==> src/verilog/vector_map_defs.svh <==
// Register offsets, field positions, vectors and timing counts of the vector map.
// Assumes a 32-bit plain register port with byte offsets that are multiples of four.
`ifndef VECTOR_MAP_DEFS_SVH
`define VECTOR_MAP_DEFS_SVH

// ==========================================================
// Register offsets
`define OFF_ENABLE_LO     8'h00
`define OFF_ENABLE_HI     8'h04
`define OFF_RAISE         8'h08
`define OFF_RESET_CTRL    8'h0c
`define OFF_RESET_CAUSE   8'h10
`define OFF_INT_STATUS    8'h14
`define OFF_INT_MASK      8'h18
`define OFF_CURRENT       8'h1c

// ==========================================================
// Fields
`define CTRL_MON_EN_BIT   0
`define CTRL_FORCE_BIT    1
`define CTRL_RATE_LSB     2
`define CTRL_RATE_MSB     4
`define CAUSE_POWER_BIT   0
`define CAUSE_PIN_BIT     1
`define CAUSE_LOWV_BIT    2
`define CAUSE_CLOCK_BIT   3
`define CAUSE_WDOG_BIT    4
`define EVT_RESERVED_BIT  0
`define EVT_WARNING_BIT   1
`define EVT_CLKBLOCK_BIT  2
`define EVT_NONMASK_BIT   3
`define EVENT_COUNT       4

// ==========================================================
// Vectors and slots
`define SLOT_COUNT        58
`define SLOT_WARNING      5
`define RESERVED_SLOTS    58'h573e0ffff1f
`define VEC_POWER         16'hfffe
`define VEC_CLOCK         16'hfffc
`define VEC_WDOG          16'hfffa
`define VEC_NONMASK       16'hfff4
`define VEC_SLOT_BASE     8'h80
`define VEC_PAGE          8'hff
`define RESET_HOLD_CYCLES 16

`endif

==> src/verilog/vector_map_pkg.sv <==
// Types shared by the vector map files.
// Assumes nothing of its surroundings.
package vector_map_pkg;
  typedef enum logic [1:0] {st_run, st_hold} reset_state_type;
  typedef enum logic [1:0] {class_none, class_power, class_clock, class_wdog} reset_class_type;
endpackage

==> src/verilog/bit_sync.sv <==
// Two-stage synchroniser for a group of asynchronous levels.
// Assumes inputs arrive from outside the clk domain.
`timescale 1ns/1ns
module bit_sync #(
  parameter int WIDTH = 1,
  parameter logic [WIDTH-1:0] INIT = '0
) (
  input  wire logic             clk,
  input  wire logic             reset_n,
  input  wire logic [WIDTH-1:0] async_in,
  output logic      [WIDTH-1:0] sync_out
);
  logic [WIDTH-1:0] stage_reg;

  always_ff @(posedge clk) begin
    if (!reset_n) begin
      stage_reg <= INIT;
      sync_out  <= INIT;
    end else begin
      stage_reg <= async_in;
      sync_out  <= stage_reg;
    end
  end
endmodule

==> src/verilog/top_select.sv <==
// Finds the highest set bit of a request vector.
// Assumes a combinational use inside one clock domain.
`timescale 1ns/1ns
module top_select #(
  parameter int N  = 58,
  parameter int IW = 6
) (
  input  wire logic [N-1:0]  req,
  output logic               found,
  output logic [IW-1:0]      index
);
  function automatic logic [IW:0] highest(input logic [N-1:0] v);
    logic [IW:0] r;
    r = '0;
    for (int i = 0; i < N; i++) begin
      if (v[i]) begin
        r = {1'b1, IW'(i)};
      end
    end
    return r;
  endfunction

  always_comb begin
    {found, index} = highest(req);
  end
endmodule

==> src/verilog/vector_priority_map.sv <==
// Reset and interrupt vector selection with default priority, local enables and elevation.
// Assumes peripheral requests and core mask bits on clk; reset pin and
// nonmaskable pin are asynchronous and are synchronised here.
//
// Overview of operation
// - Among pending sources the one with the higher vector address wins, unless the raise register elevates a pending slot.
// - Power-on, pin and low-voltage resets all use vector 0xFFFE with no mask or enable.
// - The cause of a shared-vector reset is kept in flags that software can read.
// - A clock-monitor failure resets through 0xFFFC only when its enable bits allow.
// - A watchdog timeout resets through 0xFFFA at level 3 only with a nonzero rate.
// - Level 1 resets beat a clock-monitor reset, which beats a watchdog reset.
// - Resets rank above every interrupt and return all control state to start values.
// - No reset clears any memory contents; only registers are initialised.
// - Timer channels 0 to 7 use 0xFFEE down to 0xFFE0, I-masked and channel-enabled.
// - Accumulator overflow uses 0xFFDC, I-masked and gated by its overflow enable.
// - Accumulator edge uses 0xFFDA, I-masked and gated by its edge enable.
// - The low-voltage warning uses 0xFF8A, I-masked and gated by its enable.
//
// The address-and-strobe port and the address map were decided locally.
`timescale 1ns/1ns
`include "vector_map_defs.svh"
module vector_priority_map #(
  parameter int HOLD_CYCLES = `RESET_HOLD_CYCLES
) (
  input  wire logic                   clk,
  input  wire logic                   reset_n,
  input  wire logic [7:0]             addr,
  input  wire logic [31:0]            wdata,
  input  wire logic                   wr_strobe,
  input  wire logic                   rd_strobe,
  output logic      [31:0]            rdata,
  input  wire logic [`SLOT_COUNT-1:0] req_in,
  input  wire logic                   i_mask,
  input  wire logic                   x_mask,
  input  wire logic                   nonmaskable_request_pin,
  input  wire logic                   reset_pin_n,
  input  wire logic                   power_on_event,
  input  wire logic                   low_voltage_reset,
  input  wire logic                   clock_fail,
  input  wire logic                   watchdog_timeout,
  output logic      [15:0]            vector_addr,
  output logic                        maskable_request,
  output logic                        nonmaskable_request,
  output logic                        reset_request,
  output logic                        irq
);
  localparam int SLOTS = `SLOT_COUNT;
  localparam logic [SLOTS-1:0] RESERVED = `RESERVED_SLOTS;
  localparam int EV = `EVENT_COUNT;

  // ==========================================================
  // Synchronised pins
  logic pin_reset_n_sync;
  logic nonmask_sync;

  bit_sync #(
    .WIDTH (2),
    .INIT  (2'h2)
  ) u_pin_sync (
    .clk      (clk),
    .reset_n  (reset_n),
    .async_in ({reset_pin_n, nonmaskable_request_pin}),
    .sync_out ({pin_reset_n_sync, nonmask_sync})
  );

  // ==========================================================
  // Registers
  logic [31:0]            enable_lo_reg;
  logic [SLOTS-33:0]      enable_hi_reg;
  logic [7:0]             raise_reg;
  logic [4:0]             reset_ctrl_reg;
  logic [4:0]             reset_cause_reg;
  logic [4:0]             reset_cause_next;
  logic [EV-1:0]          int_status_reg;
  logic [EV-1:0]          int_status_next;
  logic [EV-1:0]          int_mask_reg;
  logic [31:0]            rdata_next;
  vector_map_pkg::reset_state_type state_reg;
  vector_map_pkg::reset_class_type class_reg;
  logic [15:0]            hold_count_reg;

  // Start-up state is forced both by the pin reset and by every reset this
  // block raises itself; memory elsewhere is deliberately left alone.
  logic soft_clear;
  assign soft_clear = !reset_n || (state_reg == vector_map_pkg::st_hold);

  logic wr_hit_lo;
  logic wr_hit_hi;
  logic wr_hit_raise;
  logic wr_hit_ctrl;
  logic wr_hit_cause;
  logic wr_hit_mask;
  logic rd_hit_status;
  assign wr_hit_lo     = wr_strobe && (addr == `OFF_ENABLE_LO);
  assign wr_hit_hi     = wr_strobe && (addr == `OFF_ENABLE_HI);
  assign wr_hit_raise  = wr_strobe && (addr == `OFF_RAISE);
  assign wr_hit_ctrl   = wr_strobe && (addr == `OFF_RESET_CTRL);
  assign wr_hit_cause  = wr_strobe && (addr == `OFF_RESET_CAUSE);
  assign wr_hit_mask   = wr_strobe && (addr == `OFF_INT_MASK);
  assign rd_hit_status = rd_strobe && (addr == `OFF_INT_STATUS);

  always_ff @(posedge clk) begin
    if (soft_clear) begin
      enable_lo_reg <= 32'h0000_0000;
      enable_hi_reg <= '0;
    end else begin
      if (wr_hit_lo) begin
        enable_lo_reg <= wdata;
      end
      if (wr_hit_hi) begin
        enable_hi_reg <= wdata[SLOTS-33:0];
      end
    end
  end

  always_ff @(posedge clk) begin
    if (soft_clear) begin
      raise_reg <= 8'h00;
    end else if (wr_hit_raise) begin
      raise_reg <= wdata[7:0];
    end
  end

  always_ff @(posedge clk) begin
    if (soft_clear) begin
      reset_ctrl_reg <= 5'h00;
    end else if (wr_hit_ctrl) begin
      reset_ctrl_reg <= wdata[4:0];
    end
  end

  always_ff @(posedge clk) begin
    if (soft_clear) begin
      int_mask_reg <= '0;
    end else if (wr_hit_mask) begin
      int_mask_reg <= wdata[EV-1:0];
    end
  end

  // ==========================================================
  // Reset causes
  logic monitor_on;
  logic rate_on;
  logic lvl1_cause;
  logic lvl2_cause;
  logic lvl3_cause;
  assign monitor_on = reset_ctrl_reg[`CTRL_MON_EN_BIT] || reset_ctrl_reg[`CTRL_FORCE_BIT];
  assign rate_on    = reset_ctrl_reg[`CTRL_RATE_MSB:`CTRL_RATE_LSB] != 3'h0;
  assign lvl1_cause = power_on_event || !pin_reset_n_sync || low_voltage_reset;
  assign lvl2_cause = clock_fail && monitor_on;
  assign lvl3_cause = watchdog_timeout && rate_on;

  // The cause record survives the block's own resets, otherwise software
  // could never tell the three shared-vector causes apart.
  always_comb begin
    reset_cause_next = reset_cause_reg;
    if (wr_hit_cause) begin
      reset_cause_next = reset_cause_reg & ~wdata[4:0];
    end
    if (state_reg == vector_map_pkg::st_run) begin
      reset_cause_next[`CAUSE_POWER_BIT] = reset_cause_next[`CAUSE_POWER_BIT] | power_on_event;
      reset_cause_next[`CAUSE_PIN_BIT]   = reset_cause_next[`CAUSE_PIN_BIT] | !pin_reset_n_sync;
      reset_cause_next[`CAUSE_LOWV_BIT]  = reset_cause_next[`CAUSE_LOWV_BIT] | low_voltage_reset;
      reset_cause_next[`CAUSE_CLOCK_BIT] = reset_cause_next[`CAUSE_CLOCK_BIT] | lvl2_cause;
      reset_cause_next[`CAUSE_WDOG_BIT]  = reset_cause_next[`CAUSE_WDOG_BIT] | lvl3_cause;
    end
  end

  always_ff @(posedge clk) begin
    if (!reset_n) begin
      reset_cause_reg <= 5'h00;
    end else begin
      reset_cause_reg <= reset_cause_next;
    end
  end

  // ==========================================================
  // Reset sequencer
  logic                             any_cause;
  vector_map_pkg::reset_class_type  class_pick;
  assign any_cause = lvl1_cause || lvl2_cause || lvl3_cause;

  always_comb begin
    if (lvl1_cause) begin
      class_pick = vector_map_pkg::class_power;
    end else if (lvl2_cause) begin
      class_pick = vector_map_pkg::class_clock;
    end else if (lvl3_cause) begin
      class_pick = vector_map_pkg::class_wdog;
    end else begin
      class_pick = vector_map_pkg::class_none;
    end
  end

  always_ff @(posedge clk) begin
    if (!reset_n) begin
      state_reg      <= vector_map_pkg::st_run;
      class_reg      <= vector_map_pkg::class_none;
      hold_count_reg <= 16'h0000;
    end else begin
      unique case (state_reg)
        vector_map_pkg::st_run: begin
          if (any_cause) begin
            state_reg      <= vector_map_pkg::st_hold;
            class_reg      <= class_pick;
            hold_count_reg <= 16'(HOLD_CYCLES - 1);
          end
        end
        vector_map_pkg::st_hold: begin
          // A higher class arriving during the hold takes over the vector.
          if (any_cause && (class_pick < class_reg)) begin
            class_reg <= class_pick;
          end
          if (hold_count_reg == 16'h0000) begin
            state_reg <= vector_map_pkg::st_run;
          end else begin
            hold_count_reg <= hold_count_reg - 16'h0001;
          end
        end
      endcase
    end
  end

  // ==========================================================
  // Maskable selection
  logic [SLOTS-1:0] local_enable;
  logic [SLOTS-1:0] pending;
  logic             top_found;
  logic [5:0]       top_index;
  logic [5:0]       raise_index;
  logic             raise_hit;
  logic [5:0]       win_index;
  logic [7:0]       win_low;
  logic             nonmask_live;

  assign local_enable = {enable_hi_reg, enable_lo_reg};
  assign pending      = req_in & local_enable & ~RESERVED & {SLOTS{!i_mask}};
  assign nonmask_live = nonmask_sync && !x_mask;

  top_select #(
    .N  (SLOTS),
    .IW (6)
  ) u_top_select (
    .req   (pending),
    .found (top_found),
    .index (top_index)
  );

  // The raise code equals the vector low byte, so its slot is recovered
  // directly; a code naming an idle or reserved slot is simply ignored.
  assign raise_index = raise_reg[6:1];
  assign raise_hit   = raise_reg[7] && !raise_reg[0] && (raise_index < 6'(SLOTS)) &&
                       pending[raise_index];
  assign win_index   = raise_hit ? raise_index : top_index;
  assign win_low     = `VEC_SLOT_BASE + {1'b0, win_index, 1'b0};

  // ==========================================================
  // Vector outputs
  always_ff @(posedge clk) begin
    if (!reset_n) begin
      vector_addr         <= `VEC_POWER;
      maskable_request    <= 1'b0;
      nonmaskable_request <= 1'b0;
      reset_request       <= 1'b1;
    end else if (state_reg == vector_map_pkg::st_hold) begin
      reset_request       <= 1'b1;
      maskable_request    <= 1'b0;
      nonmaskable_request <= 1'b0;
      unique case (class_reg)
        vector_map_pkg::class_clock: vector_addr <= `VEC_CLOCK;
        vector_map_pkg::class_wdog:  vector_addr <= `VEC_WDOG;
        default:                     vector_addr <= `VEC_POWER;
      endcase
    end else begin
      reset_request       <= 1'b0;
      nonmaskable_request <= nonmask_live;
      maskable_request    <= top_found && !nonmask_live;
      if (nonmask_live) begin
        vector_addr <= `VEC_NONMASK;
      end else if (top_found) begin
        vector_addr <= {`VEC_PAGE, win_low};
      end else begin
        vector_addr <= 16'h0000;
      end
    end
  end

  // ==========================================================
  // Event status and interrupt
  logic [EV-1:0] events;
  always_comb begin
    events                    = '0;
    events[`EVT_RESERVED_BIT] = |(req_in & RESERVED);
    events[`EVT_WARNING_BIT]  = req_in[`SLOT_WARNING] && local_enable[`SLOT_WARNING];
    events[`EVT_CLKBLOCK_BIT] = clock_fail && !monitor_on;
    events[`EVT_NONMASK_BIT]  = nonmask_live;
    // Set wins over the read that clears in the same cycle.
    int_status_next = (rd_hit_status ? '0 : int_status_reg) | events;
  end

  always_ff @(posedge clk) begin
    if (soft_clear) begin
      int_status_reg <= '0;
    end else begin
      int_status_reg <= int_status_next;
    end
  end

  always_ff @(posedge clk) begin
    if (!reset_n) begin
      irq <= 1'b0;
    end else begin
      irq <= |(int_status_next & int_mask_reg);
    end
  end

  // ==========================================================
  // Register read port
  always_comb begin
    rdata_next = 32'h0000_0000;
    unique case (addr)
      `OFF_ENABLE_LO:   rdata_next = enable_lo_reg;
      `OFF_ENABLE_HI:   rdata_next[SLOTS-33:0] = enable_hi_reg;
      `OFF_RAISE:       rdata_next[7:0] = raise_reg;
      `OFF_RESET_CTRL:  rdata_next[4:0] = reset_ctrl_reg;
      `OFF_RESET_CAUSE: rdata_next[4:0] = reset_cause_reg;
      `OFF_INT_STATUS:  rdata_next[EV-1:0] = int_status_reg;
      `OFF_INT_MASK:    rdata_next[EV-1:0] = int_mask_reg;
      `OFF_CURRENT:     rdata_next[18:0] = {reset_request, maskable_request,
                                            nonmaskable_request, vector_addr};
      default:          rdata_next = 32'h0000_0000;
    endcase
  end

  // Read data stand only in the cycle after the strobe and are zero elsewhere.
  always_ff @(posedge clk) begin
    if (!reset_n) begin
      rdata <= 32'h0000_0000;
    end else if (rd_strobe) begin
      rdata <= rdata_next;
    end else begin
      rdata <= 32'h0000_0000;
    end
  end
endmodule

==> config.mk <==
export PLATFORM = sky130hd
export DESIGN_NAME = vector_priority_map
export DESIGN_NICKNAME = d
export VERILOG_FILES = /design/src/verilog/vector_map_pkg.sv /design/src/verilog/bit_sync.sv /design/src/verilog/top_select.sv /design/src/verilog/vector_priority_map.sv
export VERILOG_INCLUDE_DIRS = /design/src /design/src/verilog
export SDC_FILE = /design/constraint.sdc
export NUM_CORES = 1
export LEC_CHECK = 0
export BUFFER_PORTS_ARGS = -buffer_cell sky130_fd_sc_hd__buf_2
export CAP_MARGIN = 20
export CELL_PAD_IN_SITES_DETAIL_PLACEMENT = 0
export CELL_PAD_IN_SITES_GLOBAL_PLACEMENT = 1
export CORE_MARGIN = 1.5
export CORE_UTILIZATION = 35
export DETAILED_ROUTE_END_ITERATION = 6
export PLACE_DENSITY_LB_ADDON = 0.12
export SYNTH_ARGS = -nofsm -noshare
export SYNTH_HDL_FRONTEND = slang
export SYNTH_SLANG_ARGS = --single-unit
==> constraint.sdc <==
create_clock -name clk -period 4.8 [get_ports clk]
set_input_delay 0.72 -clock clk [delete_from_list [all_inputs] [get_ports clk]]
set_output_delay 0.72 -clock clk [all_outputs]
set_load 0.1 [all_outputs]
**Yosys cells after proc, flatten, opt, wreduce, memory -nomap -nowiden**

Cells that the tools add are included.

- Register bits: 160
- Input bits: 110
- Output and inout bits: 52
- Word-level logic and storage cells: 178

- Add/sub/neg operators: 2
- Order comparisons: 3
- Equality and inequality tests: 14
- Multiplexer cells: 86
- Bitwise logic cells: 12
- Reductions and logical operators: 42

Operator list:

| cell | count |
|---|---|
| 2-to-1 mux 7 bit | 58 |
| AND 58 bit | 2 |
| 2-to-1 mux 16 bit | 5 |
| one-hot mux 11 bit (3 select lines) | 1 |
| == test 8 x 5 -> 1 bit (second input constant) | 4 |
| one-hot mux 16 bit (2 select lines) | 1 |
| one-hot mux 4 bit (8 select lines) | 1 |
| OR reduction 31 bit | 1 |
| logical AND 1 bit | 17 |
| == test 8 x 4 -> 1 bit (second input constant) | 2 |
| zero test 16 bit | 1 |
| subtractor 16 x 1 -> 16 bit (second input constant) | 1 |
| 2-to-1 mux 2 bit | 7 |
| one-hot mux 7 bit (2 select lines) | 1 |
| one-hot mux 3 bit (4 select lines) | 1 |
| 2-to-1 mux 5 bit | 2 |
| adder 8 x 7 -> 8 bit (first input constant) | 1 |
| == test 8 x 3 -> 1 bit (second input constant) | 1 |
| zero test 8 bit | 1 |
| one-hot mux 2 bit (2 select lines) | 2 |
| AND reduction 2 bit | 4 |
| zero test 1 bit | 7 |
| < comparator 6 x 7 -> 1 bit (second input constant) | 1 |
| binary-select mux 1 bit (select 6 bit) | 1 |
| other kinds (23) | 36 |

**Longest topological paths before layout**

Gate-level depths: netlist (run 1).

- Depth in word-level cells: 65
- Gate-level depth with buffers: 9
- Depth with buffers taken out: 8

**By module**

A second synthesis (run 1) with hierarchy kept.

- Cells, all modules: 962
- Area total of the unflattened synthesis: 7410.9 um2

Modules (own cells, without submodules):

| module | instances | cells an instance | area each (um2) | sequential area each (um2) |
|---|---|---|---|---|
| vector_priority_map | 1 | 832 | 6591.3 | 2922.8 |
| top_select | 1 | 122 | 714.4 | 0.0 |
| bit_sync | 1 | 8 | 105.1 | 80.1 |

**Least setup slack after synthesis (run 1)**

OpenSTA, ideal clock, no wires.

- Kind: register to output
- Start point: reg, netlist name vector_addr[14]
- End point: out vector_addr[10]
- Arrival time: 1.499 ns
- Data required time: 4.080 ns
- Slack: 2.581 ns
- Stages on the path, launching flop included: 2
- Cell sequence: dfxtp_1 -> buf_4

RTL lines:

| element | RTL line | source |
|---|---|---|
| end, declared | vector_priority_map.sv:41 | `output logic [15:0] vector_addr,` |

**Worst setup path after layout (run 1)**

- Start point: reg raise_reg[2]
- End point: reg vector_addr[2]

- Longest elaborated chain between the ends: 8
- Elaborated cells on any way between the ends: 10
- Classes of those cells: add/sub: 1; order compare: 1; mux: 6; reduce/logical: 2

Ends and longest elaborated chain:

| element | RTL line | source |
|---|---|---|
| start, declared | vector_priority_map.sv:70 | `logic [7:0] raise_reg;` |
| start signal, assigned | vector_priority_map.sv:120 | `raise_reg <= wdata[7:0];` |
| binary-select mux 1 bit (select 6 bit) / < comparator 6 bit (equally long branches) | vector_priority_map.sv:253, vector_priority_map.sv:252 |  |
| 2-to-1 mux 1 bit (not written as such) / logical AND 1 bit (equally long branches) | vector_priority_map.sv:253, vector_priority_map.sv:252 |  |
| logical AND 1 bit | vector_priority_map.sv:252 | `assign raise_hit = raise_reg[7] && !raise_reg[0] && (raise_index < 6'(SLOTS)) &&` |
| 2-to-1 mux 6 bit * | vector_priority_map.sv:254 | `assign win_index = raise_hit ? raise_index : top_index;` |
| adder 8 x 7 -> 8 bit (no source line) * | n/a |  |
| 2-to-1 mux 16 bit * | vector_priority_map.sv:280 | `end else if (top_found) begin` |
| 2-to-1 mux 16 bit * | vector_priority_map.sv:278 | `if (nonmask_live) begin` |
| 2-to-1 mux 16 bit * | vector_priority_map.sv:265 | `end else if (state_reg == vector_map_pkg::st_hold) begin` |
| end signal, assigned | vector_priority_map.sv:270 | `` vector_map_pkg::class_clock: vector_addr <= `VEC_CLOCK; `` |
| end signal, assigned | vector_priority_map.sv:279 | `` vector_addr <= `VEC_NONMASK; `` |
| end signal, assigned | vector_priority_map.sv:281 | `` vector_addr <= {`VEC_PAGE, win_low}; `` |

Mark *: on every way between the ends. The rest lies on a longest branch, timed or not. The select of a mux whose other input is x is not followed.
A chain may end at the register's enable or synchronous reset.

==> impl_metrics.toml, run 1 <==
[route]
vias = 6677
wl_um = 22800
drt_iter0_drc = 411
drtAntennaViolNets = 0
drc = 0
wl_per_cell_um = 18.3
dr.pass1.iters = 5
viasPerCell = 5.35

[sta]
slew_violations = 0
setup_viol = 0
worst_pin_slew_ns = 1.01
min_period_over_period = 0.575
setup-tns-final_ns = 0
min_period_ns = 2.76
finalHoldViolations = 0
rsz0062_at_grt = "false"
relSlewSlack = 0.319
max_freq_mhz = 362
finClkSkew_ns = 0.0111

[layout]
multi_input_area_um2 = 3550
layoutNonFillerInstCount = 1248
antenna_cells = 0
drive_above_1_share = 0.220
fin_nets = 1082
final_area_um2 = 8350
syn_to_final_growth_pct = 21.6
fillers = 2014
regArea_um2 = 3000

[yosys]
synth_area_um2 = 6870
async_flop_share = 0
ys_top_cells_by_area = "dfxtp_1 44%, nand2_1 9.8%, a21oi_1 7.7%"
synth_area_leader_cell = "dfxtp_1"
yosysWarnings = 0
synth_flop_cell = "dfxtp_1"
synth-seq-cells = 150
ys_types = 71
synth_nets = 954
avgSynthCellArea_um2 = 8.16
synth_most_common_cell = "nand2_1"
ys_seq_area_frac = 0.437
syn-instance-count = 842
synth-edff-count = 0
synth_top_cells_by_count = "180 x nand2_1, 150 x dfxtp_1, 106 x a21oi_1"
yosysTopAreaCellShare = 0.437

[floorplan]
die_w_um = 143
rows = 51
dieHeight_um = 143
fp.coreArea_um2 = 19300
start_util = 0.355
ioPinCount = 162
die_area_um2 = 20500

[global_routing]
grt_pass1_vias = 6274
track_usage = 0.224
grt_pass1_wl_um = 34500
grt_antenna_before_repair = 0
overflow = 0
grt_max_degree = 59

[placed_design]
numPlacedInstances = 1216
io_buffers = 160
dp_hpwl_um = 16100
placed_area_um2 = 7790
place.gp.congestion = 0.839

[power]
p_leak_nw = 3.02
p_per_area_nw_per_um2 = 353
finalPower_mw = 2.95
vdd_drop_max_v = 0.000249

[clock_tree]
cts_root_buf = "clkbuf_16"
clkLatencyLatePin_ns = 0.43
cts_resized = 0
cts_buffer_depth = 2
hold_buffers = 0
cts_max_level = 4
cts_tree = "built"
cts_made_buffers = 17
clock-sinks = 150
postCtsSetupBuffers = 0
clk_pin_slew_ns = 0.06

[critical_path]
cp-start-kind = "register"
cp_max_fo = 18
worstSetupPathType = "reg2reg"
arrival_ns = 3.10
required_ns = 5.14
end_kind = "register"

[run_status]
outcome = "finished clean"

[hold_path]
min-delay-path-class = "reg2reg"

[flow_run]
drv_cap = 0
-- cell type report --
cell class                      instances  share of cell area
Tap cell                              265              0.0397
Clock inverter                         15              0.0171
Clock buffer                           17              0.0509
Sequential cell                       150               0.359
Inverter                                9             0.00404
Timing Repair Buffer                  169               0.104
Multi-Input combinational cell        623               0.425
-- per-stage QoR --
step	setup slack [ns]	util	hold slack, ns
4_1_cts	2.05	0.432	0.409
2_1_floorplan	2.58	-	0.386
3_3_place_gp	1.96	0.403	0.392
6_report	2.04	0.432	0.408
5_1_grt	1.84	0.432	0.438
3_5_place_dp	1.96	0.403	0.394
-- final timing paths --
check | startpoint | slack, ns | cells past startpoint | end
max | raise_reg[2]$_SDFFE_PP0P_ | 2.04 | 6 | vector_addr[2]$_SDFF_PN1_
min | u_pin_sync.stage_reg[1]$_SDFF_PN1_ | 0.41 | 1 | u_pin_sync.sync_out[1]$_SDFF_PN1_
max reg2reg | raise_reg[2]$_SDFFE_PP0P_ | 2.04 | 6 | vector_addr[2]$_SDFF_PN1_
min reg2reg | u_pin_sync.stage_reg[1]$_SDFF_PN1_ | 0.41 | 1 | u_pin_sync.sync_out[1]$_SDFF_PN1_
-- critical path: stages, from the launching register on --
cell	delay, ns
dfxtp_1	0.79
inv_1	0.39
a2111oi_0	0.47
o21ai_0	0.23
o311ai_1	0.27
a22oi_1	0.23
a211oi_1	0.29
-- where the power goes --
group	leakage, nW	switching, mW	internal, mW
registers	1.22	0.0275	1.27
logic	1.53	0.251	0.0962
clock network	0.269	0.576	0.724
total	3.02	0.855	2.09
-- routing by layer --
metal | vias to the layer above | track usage | wire length, um | share of wire
met5 | - | 0 | 0 | 0
met4 | 0 | 0.0613 | 276 | 0.012
met1 | 3134 | 0.301 | 10600 | 0.46
li1 | 3281 | - | - | -
met2 | 247 | 0.363 | 10500 | 0.46
met3 | 15 | 0.0453 | 1440 | 0.063
-- cells in the final DEF, fill, tap and decap left out, types with 5 or more instances in the layout --
master and n:
and2_1 13, nand3_1 34, nor3_1 10, clkbuf_16 17
inv_1 9, inv_6 5, a211oi_1 9, a21oi_1 106
nor2b_1 9, nor4_1 14, nor2_1 45, nand4_1 10
xor2_1 15, a21boi_0 9, o21ai_0 8, buf_4 9
buf_2 160, nand3b_1 8, a22oi_1 36, a31oi_1 9
o21a_1 7, o211ai_1 6, dfxtp_1 150, nand2_1 179
mux2i_1 5
-- cells by family after synthesis --
| logic type | count (synthesis) | share of synthesized area |
|---|---|---|
| multiplexers | 8 | 0.0155 |
| XOR/XNOR | 15 | 0.0191 |
| buffers and inverters | 69 | 0.0479 |
| AO/OA/AOI/OAI | 244 | 0.233 |
| flip-flops | 150 | 0.437 |
| AND/OR/NAND/NOR | 353 | 0.243 |
| other | 1 | 0.000546 |
| adder cells (fa/ha/maj) | 2 | 0.00364 |
Power figures use the tool's default switching activity.
==> run 2, diff against run 1 <==
==> constraint.sdc (replaced) <==
create_clock -name clk -period 2.5 [get_ports clk]
set_input_delay 0.375 -clock clk [delete_from_list [all_inputs] [get_ports clk]]
set_output_delay 0.375 -clock clk [all_outputs]
set_load 0.1 [all_outputs]
==> impl_metrics.toml, run 2 (synthesized netlist as in run 1, its figures left out) <==
[route]
wl_per_cell_um = 18.1
drtAntennaViolNets = 0
top_layer = "met4"
wl_um = 23100
drt_iter0_drc = 478
wl_met1_um = 11000
wl_met2_um = 10500
met3_length_um = 1260
viasPerCell = 5.35
drc = 0
dr.pass1.iters = 5
vias = 6839

[layout]
final_common_cell = "nand2_1"
syn_to_final_growth_pct = 25.0
drive_above_1_share = 0.244
final_cell_mix = "179 x nand2_1, 160 x buf_2, 150 x dfxtp_1, 106 x a21oi_1, 45 x nor2_1"
antenna_cells = 0
fin_nets = 1113

[clock_tree]
postCtsSetupBuffers = 0
clk_pin_slew_ns = 0.06
cts_made_buffers = 17
cts_resized = 0
clock-sinks = 150
clkLatencyLatePin_ns = 0.42
cts_root_buf = "clkbuf_16"
cts_tree = "built"
hold_buffers = 0
cts_buffer_depth = 2
cts_max_level = 4

[power]
finalPower_mw = 5.59
p_per_area_nw_per_um2 = 651
vdd_drop_max_v = 0.000415
p_leak_nw = 3.17

[critical_path]
cp-start-kind = "register"
arrival_ns = 2.52
cp_max_fo = 5
r2r_cells = 8
reg2reg_slack_ns = 0.26
r2r-end = "vector_addr[1]$_SDFF_PN1_"
timing.rr.start = "enable_hi_reg[3]$_SDFFE_PP0P_"
end_kind = "register"
required_ns = 2.78
worstSetupPathType = "reg2reg"

[sta]
rsz0062_at_grt = "false"
setup_viol = 0
finClkSkew_ns = 0.00816
worst_pin_slew_ns = 0.854
max_freq_mhz = 447
finalHoldViolations = 0
min_period_over_period = 0.896
slew_violations = 0
relSlewSlack = 0.429
min_period_ns = 2.24
setup-tns-final_ns = 0

[run_status]
outcome = "finished clean"

[hold_path]
min_path_cells = 2
hold_start = "reset_pin_n"
min-delay-path-class = "in2reg"
holdPathEnd = "u_pin_sync.stage_reg[1]$_SDFF_PN1_"

[placed_design]
io_buffers = 160
place.gp.congestion = 0.873
dp_hpwl_um = 16700

[floorplan]
fp.coreArea_um2 = 19300
rows = 51
die_w_um = 143
dieHeight_um = 143
ioPinCount = 162
die_area_um2 = 20500
start_util = 0.355

[global_routing]
grt_antenna_before_repair = 0
grt_max_degree = 45
overflow = 0
track_usage = 0.230
grt_pass1_vias = 6322
grt_pass1_wl_um = 35800

[flow_run]
drv_cap = 0
-- run 2: cell count changes in the layout (fill, tap and decap cells not counted) --
cell       change
buf_12         +2
buf_4         +29
bufinv_16      -1
clkinv_4       +1
-- run 2: how the worst max path moves through the flow --
stage                              startpoint                              end  slack (ns)  cells after the start
3_5_place_dp                       req_in[48]        vector_addr[1]$_SDFF_PN1_        0.23                      8
4_1_cts         enable_hi_reg[3]$_SDFFE_PP0P_        vector_addr[1]$_SDFF_PN1_        0.33                      8
2_1_floorplan  hold_count_reg[0]$_SDFFE_PN0P_  hold_count_reg[13]$_SDFFE_PN0P_        0.54                      9
6_report        enable_hi_reg[3]$_SDFFE_PP0P_        vector_addr[1]$_SDFF_PN1_        0.26                      8
3_3_place_gp                       req_in[48]        vector_addr[1]$_SDFF_PN1_        0.22                      8
5_1_grt         enable_hi_reg[3]$_SDFFE_PP0P_        vector_addr[1]$_SDFF_PN1_        0.17                      8
-- run 2: critical path, stage by stage (launching register included) --
cell and delay [ns]:
dfxtp_1 0.32, buf_4 0.16, a22oi_1 0.42, a31oi_1 0.17, nor4_1 0.38, buf_4 0.20
a21oi_1 0.11, o22ai_1 0.23, a221oi_1 0.12
-- run 2: where the power goes --
group / internal, mW / total (mW) / switching [mW] / leakage (nW)
clock: 1.29 / 2.39 / 1.10 / 0.259
combinational: 0.214 / 0.703 / 0.489 / 1.69
sequential: 2.44 / 2.50 / 0.0548 / 1.22
total: 3.95 / 5.59 / 1.65 / 3.17
-- run 2: metal layers --
metal,up-vias,track usage
met2,232,0.356
met4,0,0.0765
met1,3233,0.323
li1,3347,-
met5,-,0
met3,27,0.0376
-- run 2: final cells by class --
class                           count  area, um2
Timing Repair Buffer              200       1130
Clock buffer                       17        425
Multi-Input combinational cell    623       3550
Clock inverter                     15        121
Sequential cell                   150       3000
Fill cell                        2025      10700
Tap cell                          265        332
Inverter                            9       33.8
-- run 2: metrics by stage --
step	utilization	instance area, um2	setup slack, ns	hold slack [ns]	std cells
floorplan	-	6870	0.537	0.386	842
global route	0.444	8590	0.173	0.145	1279
detailed placement	0.416	8040	0.228	0.403	1247
finish	0.444	8590	0.261	0.128	1279
CTS	0.444	8590	0.331	0.114	1279
global placement	0.416	8040	0.219	0.390	1247
